===== src/pkg/pta_pkg.sv =====
// Constants, types and register map of the program space table access block
package pta_pkg;
    // ****************************************
    // Widths
    // ****************************************
    localparam int PTA_PROG_W = 24;
    localparam int PTA_DATA_W = 16;
    localparam int PTA_PAGE_W = 8;
    localparam int PTA_EA_W = 16;
    localparam int PTA_WADDR_W = PTA_PAGE_W + PTA_EA_W - 1;
    localparam int PTA_LANE_W = 3;

    // ****************************************
    // Register byte addresses
    // ****************************************
    localparam logic [11:0] PTA_ADDR_CTRL = 12'h000;
    localparam logic [11:0] PTA_ADDR_PAGE = 12'h004;
    localparam logic [11:0] PTA_ADDR_EA = 12'h008;
    localparam logic [11:0] PTA_ADDR_WDATA = 12'h00C;
    localparam logic [11:0] PTA_ADDR_RDATA = 12'h010;
    localparam logic [11:0] PTA_ADDR_STATUS = 12'h014;

    // ****************************************
    // Field positions and reset values
    // ****************************************
    localparam int PTA_CTRL_OP_LSB = 0;
    localparam int PTA_CTRL_BYTE_BIT = 2;
    localparam int PTA_CTRL_GO_BIT = 8;
    localparam int PTA_STAT_BUSY_BIT = 0;
    localparam int PTA_STAT_DONE_BIT = 1;
    localparam int PTA_STAT_CFG_BIT = 2;
    localparam int PTA_CFG_PAGE_BIT = 7;
    localparam logic [7:0] PTA_PAGE_RST = 8'h00;
    localparam logic [15:0] PTA_EA_RST = 16'h0000;
    localparam logic [15:0] PTA_DATA_RST = 16'h0000;

    // ****************************************
    // Timing
    // ****************************************
    localparam int PTA_WR_INSTR_CYCLES = 2;
    localparam int PTA_CLK_PER_INSTR = 1;
    localparam logic [1:0] PTA_WR_CLKS = 2'(PTA_WR_INSTR_CYCLES * PTA_CLK_PER_INSTR);

    typedef enum logic [1:0] {
        PTA_OP_RD_LOW = 2'h0,
        PTA_OP_RD_HIGH = 2'h1,
        PTA_OP_WR_LOW = 2'h2,
        PTA_OP_WR_HIGH = 2'h3
    } pta_op_t;

    typedef enum {
        PTA_ST_IDLE,
        PTA_ST_RD_REQ,
        PTA_ST_RD_CAP,
        PTA_ST_WRITE
    } pta_state_t;
endpackage


===== src/pkg/pta_lane_if.sv =====
// Lane steering signals between the access controller and the formatter
`timescale 1ns/1ps
interface pta_lane_if;
    import pta_pkg::*;
    logic [PTA_PROG_W-1:0] prog_word;
    logic [PTA_DATA_W-1:0] wdata;
    logic high_word;
    logic byte_mode;
    logic byte_sel;
    logic [PTA_DATA_W-1:0] rd_data;
    logic [PTA_PROG_W-1:0] wr_word;
    logic [PTA_LANE_W-1:0] wr_lane;

    modport ctrl (
        output prog_word, wdata, high_word, byte_mode, byte_sel,
        input rd_data, wr_word, wr_lane
    );
    modport fmt (
        input prog_word, wdata, high_word, byte_mode, byte_sel,
        output rd_data, wr_word, wr_lane
    );
endinterface


===== src/rtl/pta_table_access.sv =====
// APB-controlled table read and write path to program memory
//
// Function
// RULE1: Program word address advances by two
// RULE2: Word low read returns bits 15..0
// RULE3: Byte low read picks byte by select
// RULE4: Word high read gives bits 23..16, upper zero
// RULE5: Byte high read of phantom byte is zero
// RULE6: Only high ops reach upper program byte
// RULE7: Page register selects region for every access
// RULE8: Page bit 7 selects configuration space
// RULE9: Writes load buffers only, two cycles
// RULE10: Full address is page above effective address
//
// Chosen here: the register addresses and register access over APB.
`timescale 1ns/1ps
module pta_table_access (
    input wire logic pclk,
    input wire logic presetn,
    input wire logic psel,
    input wire logic penable,
    input wire logic pwrite,
    input wire logic [11:0] paddr,
    input wire logic [31:0] pwdata,
    output logic [31:0] prdata,
    output logic pready,
    output logic pslverr,
    output logic [pta_pkg::PTA_WADDR_W-1:0] prog_word_addr,
    output logic prog_cfg_space,
    output logic prog_rd_en,
    input wire logic [pta_pkg::PTA_PROG_W-1:0] prog_rd_data,
    output logic buf_wr_en,
    output logic [pta_pkg::PTA_PROG_W-1:0] buf_wr_data,
    output logic [pta_pkg::PTA_LANE_W-1:0] buf_wr_lane
);
    import pta_pkg::*;

    pta_lane_if lane ();

    pta_lane_fmt u_fmt (
        .lane(lane.fmt)
    );

    function automatic logic is_high(input pta_op_t op);
        return (op == PTA_OP_RD_HIGH) || (op == PTA_OP_WR_HIGH);
    endfunction

    function automatic logic is_write(input pta_op_t op);
        return (op == PTA_OP_WR_LOW) || (op == PTA_OP_WR_HIGH);
    endfunction

    // ****************************************
    // Registers
    // ****************************************
    logic [PTA_PAGE_W-1:0] page;
    logic [PTA_EA_W-1:0] ea;
    logic [PTA_DATA_W-1:0] wdata;
    logic [PTA_DATA_W-1:0] rdata;
    pta_op_t op;
    logic byte_mode;
    logic done;
    pta_state_t state;
    pta_state_t next_state;
    logic [1:0] wr_cnt;
    logic [PTA_PROG_W-1:0] cap_word;
    logic [PTA_PROG_W-1:0] wr_word_q;
    logic [PTA_LANE_W-1:0] wr_lane_q;
    logic [31:0] rd_word;

    // ****************************************
    // Bus decode
    // ****************************************
    wire busy = (state != PTA_ST_IDLE);
    wire wr_xfer = psel && penable && pwrite;
    wire rd_setup = psel && !penable && !pwrite;
    wire rd_access = psel && penable && !pwrite;
    wire sel_ctrl = (paddr == PTA_ADDR_CTRL);
    wire sel_page = (paddr == PTA_ADDR_PAGE);
    wire sel_ea = (paddr == PTA_ADDR_EA);
    wire sel_wdata = (paddr == PTA_ADDR_WDATA);
    wire sel_rdata = (paddr == PTA_ADDR_RDATA);
    wire sel_status = (paddr == PTA_ADDR_STATUS);
    wire mapped = sel_ctrl | sel_page | sel_ea | sel_wdata | sel_rdata | sel_status;
    // Setup registers are frozen while an access runs, so the
    // address and data seen by memory stay stable
    wire cfg_we = wr_xfer && !busy;
    wire go = cfg_we && sel_ctrl && pwdata[PTA_CTRL_GO_BIT];
    wire [1:0] go_op = pwdata[PTA_CTRL_OP_LSB +: 2];
    wire [31:0] ctrl_rd = {23'h0, busy, 5'h0, byte_mode, 2'(op)};
    wire [31:0] status_rd = {29'h0, page[PTA_CFG_PAGE_BIT], done, busy};
    wire [31:0] rd_mux =
        sel_ctrl ? ctrl_rd :
        sel_page ? {24'h0, page} :
        sel_ea ? {16'h0, ea} :
        sel_wdata ? {16'h0, wdata} :
        sel_rdata ? {16'h0, rdata} :
        sel_status ? status_rd : 32'h0000_0000;

    assign pready = 1'b1;
    assign pslverr = psel && penable && !mapped;
    // Read word is taken at the setup edge, so the access phase
    // shows a flop and not a mux fed by the bus
    assign prdata = rd_access ? rd_word : 32'h0000_0000;

    always_ff @(posedge pclk or negedge presetn) begin
        if (!presetn) begin
            rd_word <= 32'h0000_0000;
        end else if (rd_setup) begin
            rd_word <= rd_mux;
        end
    end

    always_ff @(posedge pclk or negedge presetn) begin
        if (!presetn) begin
            page <= PTA_PAGE_RST;
        end else if (cfg_we && sel_page) begin
            page <= pwdata[PTA_PAGE_W-1:0]; // [RULE7]
        end
    end

    always_ff @(posedge pclk or negedge presetn) begin
        if (!presetn) begin
            ea <= PTA_EA_RST;
        end else if (cfg_we && sel_ea) begin
            ea <= pwdata[PTA_EA_W-1:0];
        end
    end

    always_ff @(posedge pclk or negedge presetn) begin
        if (!presetn) begin
            wdata <= PTA_DATA_RST;
        end else if (cfg_we && sel_wdata) begin
            wdata <= pwdata[PTA_DATA_W-1:0];
        end
    end

    always_ff @(posedge pclk or negedge presetn) begin
        if (!presetn) begin
            op <= PTA_OP_RD_LOW;
            byte_mode <= 1'b0;
        end else if (cfg_we && sel_ctrl) begin
            op <= pta_op_t'(go_op);
            byte_mode <= pwdata[PTA_CTRL_BYTE_BIT];
        end
    end

    // ****************************************
    // Program space addressing
    // ****************************************
    // EA bit 0 is the byte select; each 24-bit word spans two addresses
    assign prog_word_addr = {page, ea[PTA_EA_W-1:1]}; // [RULE1] [RULE10]
    assign prog_cfg_space = page[PTA_CFG_PAGE_BIT]; // [RULE8]

    assign lane.prog_word = cap_word;
    assign lane.wdata = wdata;
    assign lane.high_word = is_high(op);
    assign lane.byte_mode = byte_mode;
    assign lane.byte_sel = ea[0];

    // ****************************************
    // Access sequencer
    // ****************************************
    always_comb begin
        next_state = state;
        unique case (state)
            PTA_ST_IDLE: begin
                if (go) begin
                    next_state = is_write(pta_op_t'(go_op)) ? PTA_ST_WRITE : PTA_ST_RD_REQ;
                end
            end
            PTA_ST_RD_REQ: next_state = PTA_ST_RD_CAP;
            PTA_ST_RD_CAP: next_state = PTA_ST_IDLE;
            PTA_ST_WRITE: begin
                if (wr_cnt == PTA_WR_CLKS - 2'd1) begin
                    next_state = PTA_ST_IDLE;
                end
            end
        endcase
    end

    assign prog_rd_en = (state == PTA_ST_RD_REQ);
    // Writes never start a flash program cycle
    assign buf_wr_en = (state == PTA_ST_WRITE) && (wr_cnt == PTA_WR_CLKS - 2'd1); // [RULE9]
    assign buf_wr_data = wr_word_q;
    assign buf_wr_lane = wr_lane_q;

    always_ff @(posedge pclk or negedge presetn) begin
        if (!presetn) begin
            state <= PTA_ST_IDLE;
            wr_cnt <= 2'd0;
        end else begin
            state <= next_state;
            wr_cnt <= (state == PTA_ST_WRITE) ? wr_cnt + 2'd1 : 2'd0; // [RULE9]
        end
    end

    // Program word is captured at the edge that ends the fetch strobe
    always_ff @(posedge pclk or negedge presetn) begin
        if (!presetn) begin
            cap_word <= '0;
        end else if (prog_rd_en) begin
            cap_word <= prog_rd_data;
        end
    end

    always_ff @(posedge pclk or negedge presetn) begin
        if (!presetn) begin
            rdata <= PTA_DATA_RST;
        end else if (state == PTA_ST_RD_CAP) begin
            rdata <= lane.rd_data; // [RULE2] [RULE4]
        end
    end

    // Steered word is held so the buffer load sees stable data
    always_ff @(posedge pclk or negedge presetn) begin
        if (!presetn) begin
            wr_word_q <= '0;
            wr_lane_q <= '0;
        end else if (state == PTA_ST_WRITE && wr_cnt == 2'd0) begin
            wr_word_q <= lane.wr_word;
            wr_lane_q <= lane.wr_lane;
        end
    end

    // Only a new start clears done, and no start is taken while busy
    always_ff @(posedge pclk or negedge presetn) begin
        if (!presetn) begin
            done <= 1'b0;
        end else if (go) begin
            done <= 1'b0;
        end else if (next_state == PTA_ST_IDLE && busy) begin
            done <= 1'b1;
        end
    end
endmodule // pta_table_access


===== src/rtl/pta_lane_fmt.sv =====
// Byte and word steering between 24-bit program words and 16-bit data
`timescale 1ns/1ps
module pta_lane_fmt (
    pta_lane_if.fmt lane
);
    import pta_pkg::*;

    // ****************************************
    // Read steering
    // ****************************************
    wire [7:0] low_byte_pick = lane.byte_sel ? lane.prog_word[15:8] : lane.prog_word[7:0]; // [RULE3]
    wire [7:0] high_byte = lane.prog_word[23:16];
    // Phantom byte reads zero in byte mode
    wire [7:0] high_byte_pick = lane.byte_sel ? 8'h00 : high_byte; // [RULE5]
    wire [15:0] rd_low = lane.byte_mode ? {8'h00, low_byte_pick} : lane.prog_word[15:0]; // [RULE2]
    wire [15:0] rd_high = lane.byte_mode ? {8'h00, high_byte_pick} : {8'h00, high_byte}; // [RULE4]
    assign lane.rd_data = lane.high_word ? rd_high : rd_low; // [RULE6]

    // ****************************************
    // Write steering into the holding buffer
    // ****************************************
    wire [7:0] wb = lane.wdata[7:0];
    wire [PTA_PROG_W-1:0] wr_low = lane.byte_mode ?
        (lane.byte_sel ? {8'h00, wb, 8'h00} : {16'h0000, wb}) : {8'h00, lane.wdata};
    wire [PTA_LANE_W-1:0] lane_low = lane.byte_mode ?
        (lane.byte_sel ? 3'b010 : 3'b001) : 3'b011;
    // Writing the phantom byte touches nothing
    wire [PTA_LANE_W-1:0] lane_high = (lane.byte_mode && lane.byte_sel) ? 3'b000 : 3'b100;
    assign lane.wr_word = lane.high_word ? {wb, 16'h0000} : wr_low; // [RULE6]
    assign lane.wr_lane = lane.high_word ? lane_high : lane_low;
endmodule // pta_lane_fmt


===== config.mk =====
export PLATFORM = sky130hd
export DESIGN_NAME = pta_table_access
export DESIGN_NICKNAME = d
export VERILOG_FILES = /design/src/pkg/pta_pkg.sv /design/src/pkg/pta_lane_if.sv /design/src/rtl/pta_table_access.sv /design/src/rtl/pta_lane_fmt.sv
export SDC_FILE = /design/constraint.sdc
export NUM_CORES = 1
export LEC_CHECK = 0
export ABC_CLOCK_PERIOD_IN_PS = 4000
export BUFFER_PORTS_ARGS = -buffer_cell sky130_fd_sc_hd__buf_4
export CAP_MARGIN = 5
export CORE_ASPECT_RATIO = 0.75
export CORE_MARGIN = 3
export CORE_UTILIZATION = 45
export CTS_CLUSTER_DIAMETER = 60
export DETAILED_ROUTE_END_ITERATION = 6
export PLACE_DENSITY = 0.66
export SETUP_SLACK_MARGIN = 0.15
export SKIP_LAST_GASP = 1
export SLEW_MARGIN = 10
export SYNTH_ARGS = -nofsm -noshare
export SYNTH_HDL_FRONTEND = slang
export SYNTH_SLANG_ARGS = --single-unit

===== constraint.sdc =====
create_clock -name pclk -period 4 [get_ports pclk]
set_input_delay 0.6 -clock pclk [delete_from_list [all_inputs] [get_ports pclk]]
set_output_delay 0.6 -clock pclk [all_outputs]
set_load 0.02 [all_outputs]

**Yosys cells after proc, flatten, opt, wreduce, memory -nomap -nowiden**

Cells that the tools add are included.

- Register bits: 177
- Input port bits: 73
- Word-level logic and storage cells: 89

- $add $sub $neg: 1
- Equality and inequality tests: 16
- Mux-type cells: 26
- Bitwise gates (word level): 5
- Reductions and logical operators: 28

Operators by type and width:

| operator | number |
|---|---|
| two-way mux 16 bit | 8 |
| one-hot mux 32 bit (4 select lines) | 1 |
| equality test 32 x 2 -> 1 bit, second input constant | 3 |
| two-way mux 32 bit | 3 |
| equality test 32 x 3 -> 1 bit, second input constant | 2 |
| zero test 32 bit | 2 |
| two-way mux 24 bit | 2 |
| equality test 32 x 1 -> 1 bit, second input constant | 1 |
| nonzero test 32 bit | 1 |
| equality test 12 x 4 -> 1 bit, second input constant | 2 |
| equality test 12 x 5 -> 1 bit, second input constant | 2 |
| two-way mux 8 bit | 3 |
| logical AND 1 bit | 16 |
| equality test 12 x 3 -> 1 bit, second input constant | 1 |
| zero test 12 bit | 1 |
| two-way mux 3 bit | 4 |
| equality test 2 bit, second input constant | 3 |
| two-way mux 2 bit | 3 |
| OR 1 bit | 5 |
| equality test 2 x 1 -> 1 bit, second input constant | 2 |
| zero test 1 bit | 4 |
| adder 2 x 1 -> 2 bit, second input constant | 1 |
| zero test 2 bit | 1 |
| logical OR 1 bit | 2 |
| other kinds (2) | 3 |

**Longest topological paths before layout**

Gate-level depths: netlist of run 1.

- Depth after elaboration: 11
- Gate-level depth with buffers: 6

**Cells and area by module**

Synthesis of run 1 repeated with hierarchy kept, for this count alone.

- Cells, all modules: 631
- Area, all modules: 7666.1 um^2

By module, submodules not included:

| module | instances | cells an instance | area each (um^2) |
|---|---|---|---|
| pta_table_access | 1 | 545 | 7121.8 |
| pta_lane_fmt | 1 | 86 | 544.3 |

**Least setup slack after synthesis of run 1**

No wires, ideal clock.

- Path type: register to output
- Start point: register state[23]
- End point: output buf_wr_en
- Arrival: 2105 ps
- Slack: 1295 ps
- Stages on the path, launching flop included: 7
- Path buffers: 2
- Path through: dfrtp_1 > nor4_1 > nand4_2 > buf_6 > or2_2 > clkbuf_1 > nor3_1

- Word-level cells in the longest chain between the ends: 2

RTL lines:

| what | line | source |
|---|---|---|
| start: declaration | pta_table_access.sv:62 | `pta_state_t state;` |
| start signal: assignment | pta_table_access.sv:192 | `state <= next_state;` |
| equality test 32 x 3 -> 1 bit | pta_table_access.sv:183 | `assign buf_wr_en = (state == PTA_ST_WRITE) && (wr_cnt == PTA_WR_CLKS - 2'd1);` |
| logical AND 1 bit | pta_table_access.sv:183 |  |
| end: declaration | pta_table_access.sv:32 | `output logic buf_wr_en,` |

No other way between the ends.

**Worst setup path after layout of run 1**

- Start point: register state[29]
- End point: output buf_wr_en

The elaborated chain is that of the path after synthesis.

==> results of run 1 <==
[placed cells by master (no fill, tap or decap), types with 4 or more instances in the layout]
cell	count
a21oi_1	21
a22oi_1	4
a2bb2oi_1	9
and2_1	17
buf_4	135
bufinv_16	5
clkbuf_16	17
conb_1	17
dfrtp_1	161
inv_1	35
mux2_1	27
mux2_2	61
mux2i_1	38
nand2_1	57
nand3_1	11
nand4_1	5
nand4b_1	7
nor2_1	24
nor2b_1	12
nor3_1	8
nor4_1	9
nor4_4	4
o21ai_0	22
o31ai_1	4
[registers in the layout, summed over array words and instances, names as in the netlist, 8 cells and up]
name / cells
buf_wr_data: 24
cap_word: 24
ea: 16
lane.wdata: 16
page: 8
rd_word: 16
rdata: 16
state: 32
[cell type report]
type | instances | area, sq um
tap | 210 | 263
fill | 1399 | 7090
sequential | 161 | 4030
clock buffer | 19 | 453
clock inverter | 13 | 209
inverter | 35 | 131
multi-input combinational | 398 | 2990
timing repair buffer | 137 | 1040
[routing by layer]
layer	up-vias	track usage, %	share of wire, %	wire length, microns
met2	158	29.8	46	8190
met4	0	4.81	0.95	170
met1	2585	29.7	46	8300
met5	-	0	0	0
met3	16	4.96	7.4	1330
li1	2428	-	-	-
[logic make-up after synthesis]
logic type               share of synthesized area (%)
AO/OA/AOI/OAI                                     6.74
adder cells (fa/ha/maj)                          0.333
buffers and inverters                             7.40
flip-flops                                        53.6
multiplexers                                      18.2
other                                           0.0998
AND/OR/NAND/NOR                                   13.7
[worst min path at each step]
| stage | to |
|---|---|
| finish | page[1]$_DFFE_PN0P_ |
| CTS | page[1]$_DFFE_PN0P_ |
| detailed placement | state[25]$_DFF_PN0_ |
| floorplan | buf_wr_data[0]$_DFFE_PN0P_ |
| global placement | state[13]$_DFF_PN0_ |
| global route | state[14]$_DFF_PN0_ |
[stage by stage]
stage	utilization (%)	hold WS, ns	cells	area (sq um)
after CTS	56.3	0.299	973	9120
after floorplan	-	0.304	676	7580
after global placement	52.2	0.365	941	8460
after global routing	56.3	0.333	973	9120
after detailed placement	52.2	0.366	941	8460
final	56.3	0.270	973	9120
[report_power, final]
part / leakage [nW] / switching [mW] / internal [mW]
Combinational: 1.81 / 0.0960 / 0.0514
Sequential: 2.23 / 0.000840 / 1.63
Clock: 0.315 / 0.645 / 1.14
Total: 4.36 / 0.742 / 2.82
[worst max-delay path: cells and delay by family, from the launching register on]
kind / cells / cell delay, ns
buf+inv: 1 / 0.19
flops: 1 / 0.37
simple gates: 4 / 1.79
==> results.toml, run 1 <==
[cts]
postCtsSetupBuffers = 0
htreeDepth = 4
numCtsBuffers = 17
clk_latency_ns = 0.42
clkTransAtPathRegs_ns = 0.06
clockBufferDepth = 2
cts_tree = "done"
cts_hold_buf = 0
root_buffer = "clkbuf_16"
clkSinkCount = 161
postCtsResizedCells = 0

[global_routing]
grt_usage_pct = 20.1
grt-ovfl-total = 0
grt_pass1_wl_microns = 28800
grt_pass1_vias = 5327
grt_max_degree = 97
antenna_found_initial = 0

[synth]
synth_cell_type_count = 51
synthArstFlopShare_pct = 100
ys_seq_elements = 161
netlist_area_sq_um = 7520
synth_edf_count = 0
synth_ff_type = "dfrtp_1"
yosysTopAreaCellShare_pct = 53.6
netlist_instances = 661
ys_seq_area_share_pct = 53.6
yosysMostFrequentCell = "dfrtp_1"
synth.area.top_cells = "dfrtp_1 (54%), mux2_2 (9.1%), mux2i_1 (5.1%)"
syn_area_per_cell_sq_um = 11.4
yosys.area.top_type = "dfrtp_1"
yosys_warnings = 0
synth.top_cells.by_count = "dfrtp_1 (161), mux2_2 (61), nand2_1 (57)"

[timing]
worstMarginPinSlew_ns = 0.921
slew_viol_final = 0
fin_crit_sh_pct = 84.5
hold_violations = 0
min_period_ns = 3.38
fmax_ghz = 0.296
rsz0062_at_grt = "false"
clock_skew_ns = 0.00721
setup_tns_ns = 0
slew_headroom_pct = 38.4
finalSetupViolCount = 0
setup_ws_ns = 0.619

[routing]
post-route-drc-count = 0
drt-total-wl_microns = 18000
via_per_inst = 5.33
vias = 5187
drt-initial-drc-count = 276
drtPass1Iterations = 4
ant_nets = 0
wl_per_cell_microns = 18.5

[status]
status = "finished, final reports clean"

[place]
io_buffers = 126
dp_hpwl_microns = 13400
place.gp.congestion = 0.850
dp_slack_ns = 1.09

[setup_path]
cp-start-kind = "flop"
cp_data_arrival_time_ns = 2.78
r2r-end = "ea[3]$_DFFE_PN0P_"
path_class = "reg2out"
setup.worst_path.start = "state[29]$_DFF_PN0_"
crit_path_max_incr_delay_ns = 0.57
cpMaxStageDelayCell = "nand4_2"
setup.worst_path.end_class = "output pin"
endpoint = "buf_wr_en"
r2r_slack_ns = 1.05
ff2ff_path_depth = 5
r2r_start = "state[29]$_DFF_PN0_"
cp_max_fo = 13
path_cells = "nor4_1 -> nand4_2 -> or2_2 -> nor3_1 -> buf_4"
cp.required_ns = 3.40

[final_layout]
diodes = 0
drive_gt1_share_pct = 32.0
fin_nets = 825
area_growth_pct = 21.3

[power]
power-per-cell-area_nw_per_um2 = 391
ir_drop_uv = 282
power_mw = 3.56
p_leak_nw = 4.36

[die]
initial_core_util_pct = 46.4
fp.coreArea_sq_um = 16200
num_rows = 40
fp.dieArea_sq_um = 18300
die_height_microns = 118
io_pins = 160
dieWidth_microns = 155

[worst_hold_path]
hp-class = "in2async"

[run]
drv_cap = 0
(Power assumes the default switching activity.)
==> run 2, diff against run 1 <==
- ABC_CLOCK_PERIOD_IN_PS: 4000 -> 3000
- PLACE_DENSITY: 0.66 -> 0.68
- clock period: 4 -> 3 ns (I/O delays scaled with it)
==> run 2 against run 1 <==
Net effect:
- cell count is 1.4% higher
- worst setup slack worse by 0.29 ns
- core utilization is 0.062 points higher
- critical path depth stayed put
- sequential cell count stayed put
- register-to-register slack worse by 0.42 ns
- sequential power is 33% higher
- sequential share of layout area hardly changed
- die area stayed put
- clock-buffer cell count is 2 lower
- critical endpoint unchanged
==> results.toml, run 2 (synthesis results as in run 1) <==
[status]
status = "finished, final reports clean"

[global_routing]
grt_max_degree = 73
grt-ovfl-total = 0
grt_pass1_vias = 5507
grt_pass1_wl_microns = 29300
grt_usage_pct = 20.5
antenna_found_initial = 0

[setup_path]
crit_path_max_incr_delay_ns = 0.40
cp_data_arrival_time_ns = 2.22
cpMaxStageDelayCell = "or2_2"
cp-start-kind = "flop"
cp_max_fo = 6
path_class = "reg2out"
setup.worst_path.end_class = "output pin"
path_cells = "nor4_1 -> nand4_2 -> or2_2 -> nor3_1 -> buf_4"
cp.required_ns = 2.55
cp_num_buf_inv = 1
cp_top_family = "simple AND/OR/NAND/NOR gates"

[cts]
htreeDepth = 4
clk_latency_ns = 0.43
cts_tree = "done"
numCtsBuffers = 17
cts_hold_buf = 0
clkTransAtPathRegs_ns = 0.07
clockBufferDepth = 2
clkSinkCount = 161
root_buffer = "clkbuf_16"

[routing]
post-route-drc-count = 0
vias = 5341
drt-total-wl_microns = 18500
drtPass1Iterations = 5
wl_per_cell_microns = 18.7
drt-initial-drc-count = 395
ant_nets = 0
via_per_inst = 5.41

[die]
die_height_microns = 118
initial_core_util_pct = 46.4
fp.coreArea_sq_um = 16200
fp.dieArea_sq_um = 18300
num_rows = 40
io_pins = 160
dieWidth_microns = 155

[timing]
clock_skew_ns = 0.00879
worstMarginPinSlew_ns = 0.763
min_period_ns = 2.67
fin_crit_sh_pct = 89.1
fmax_ghz = 0.374
slew_viol_final = 0
slew_headroom_pct = 49.1
hold_violations = 0
rsz0062_at_grt = "false"
setup_tns_ns = 0
finalSetupViolCount = 0

[place]
io_buffers = 126
dp_hpwl_microns = 13700
place.gp.congestion = 0.833

[worst_hold_path]
hp-class = "in2async"

[final_layout]
fin_nets = 839
area_growth_pct = 21.4
largest_register = "state"
layout_common_cells = "dfrtp_1 (161), buf_4 (149), mux2_2 (61), nand2_1 (57), mux2i_1 (38)"
drive_gt1_share_pct = 33.6
largest_reg_flops = 32
fin_util_pct = 56.3
diodes = 0
final_common_cell = "dfrtp_1"

[power]
ir_drop_uv = 295
power-per-cell-area_nw_per_um2 = 481
p_leak_nw = 4.38

[run]
drv_cap = 0
## run 2: cell type report
type | instances | area, sq um
clock buffer | 17 | 425
inverter | 35 | 131
multi-input combinational | 398 | 3010
tap | 210 | 263
fill | 1404 | 7080
sequential | 161 | 4030
clock inverter | 15 | 123
timing repair buffer | 151 | 1150
## run 2: per-layer routing
| layer | global-route usage (%) | part of all wire, % |
|---|---|---|
| met4 | 7.00 | 2.1 |
| met2 | 30.9 | 46 |
| met1 | 28.5 | 46 |
| met3 | 5.77 | 6.4 |
| met5 | 0 | 0 |
## run 2: worst paths after layout
path	startpoint	to	slack, ns	cells after the start
min in group pclk	pwdata[14]	lane.wdata[14]$_DFFE_PN0P_	0.25	2
setup / recovery	state[7]$_DFF_PN0_	buf_wr_en	0.33	5
hold / removal	presetn	state[17]$_DFF_PN0_	0.02	1
setup reg to reg	state[13]$_DFF_PN0_	rdata[4]$_DFFE_PN0N_	0.63	7
max in group asynchronous	presetn	cap_word[19]$_DFFE_PN0P_	2.09	2
hold reg to reg	state[7]$_DFF_PN0_	state[7]$_DFF_PN0_	0.38	0
## run 2: where the power goes
part / internal (mW) / total (mW) / switching [mW]
Combinational: 0.0700 / 0.198 / 0.128
Sequential: 2.17 / 2.17 / 0.00117
Clock: 1.08 / 2.02 / 0.943
Total: 3.32 / 4.39 / 1.07
## run 2: stage by stage
step	total power, mW	worst slack (ns)	instances	area, sq um	hold slack [ns]
4_1_cts	4.43	0.185	984	9100	0.0492
3_3_place_gp	2.41	0.508	951	8540	0.365
6_report	4.39	0.328	987	9130	0.0172
5_1_grt	4.54	0.155	987	9130	0.0678
3_5_place_dp	2.41	0.435	951	8540	0.366
2_1_floorplan	2.30	0.445	676	7580	0.154
## run 2: what timing repair did
| item | 4_1_cts | 5_1_grt |
|---|---|---|
| buffers inserted | 1 | 3 |
| pin swaps | 1 | 1 |
| gates resized for setup | 2 | 1 |
| endpoints found under the setup margin | 2 | 2 |
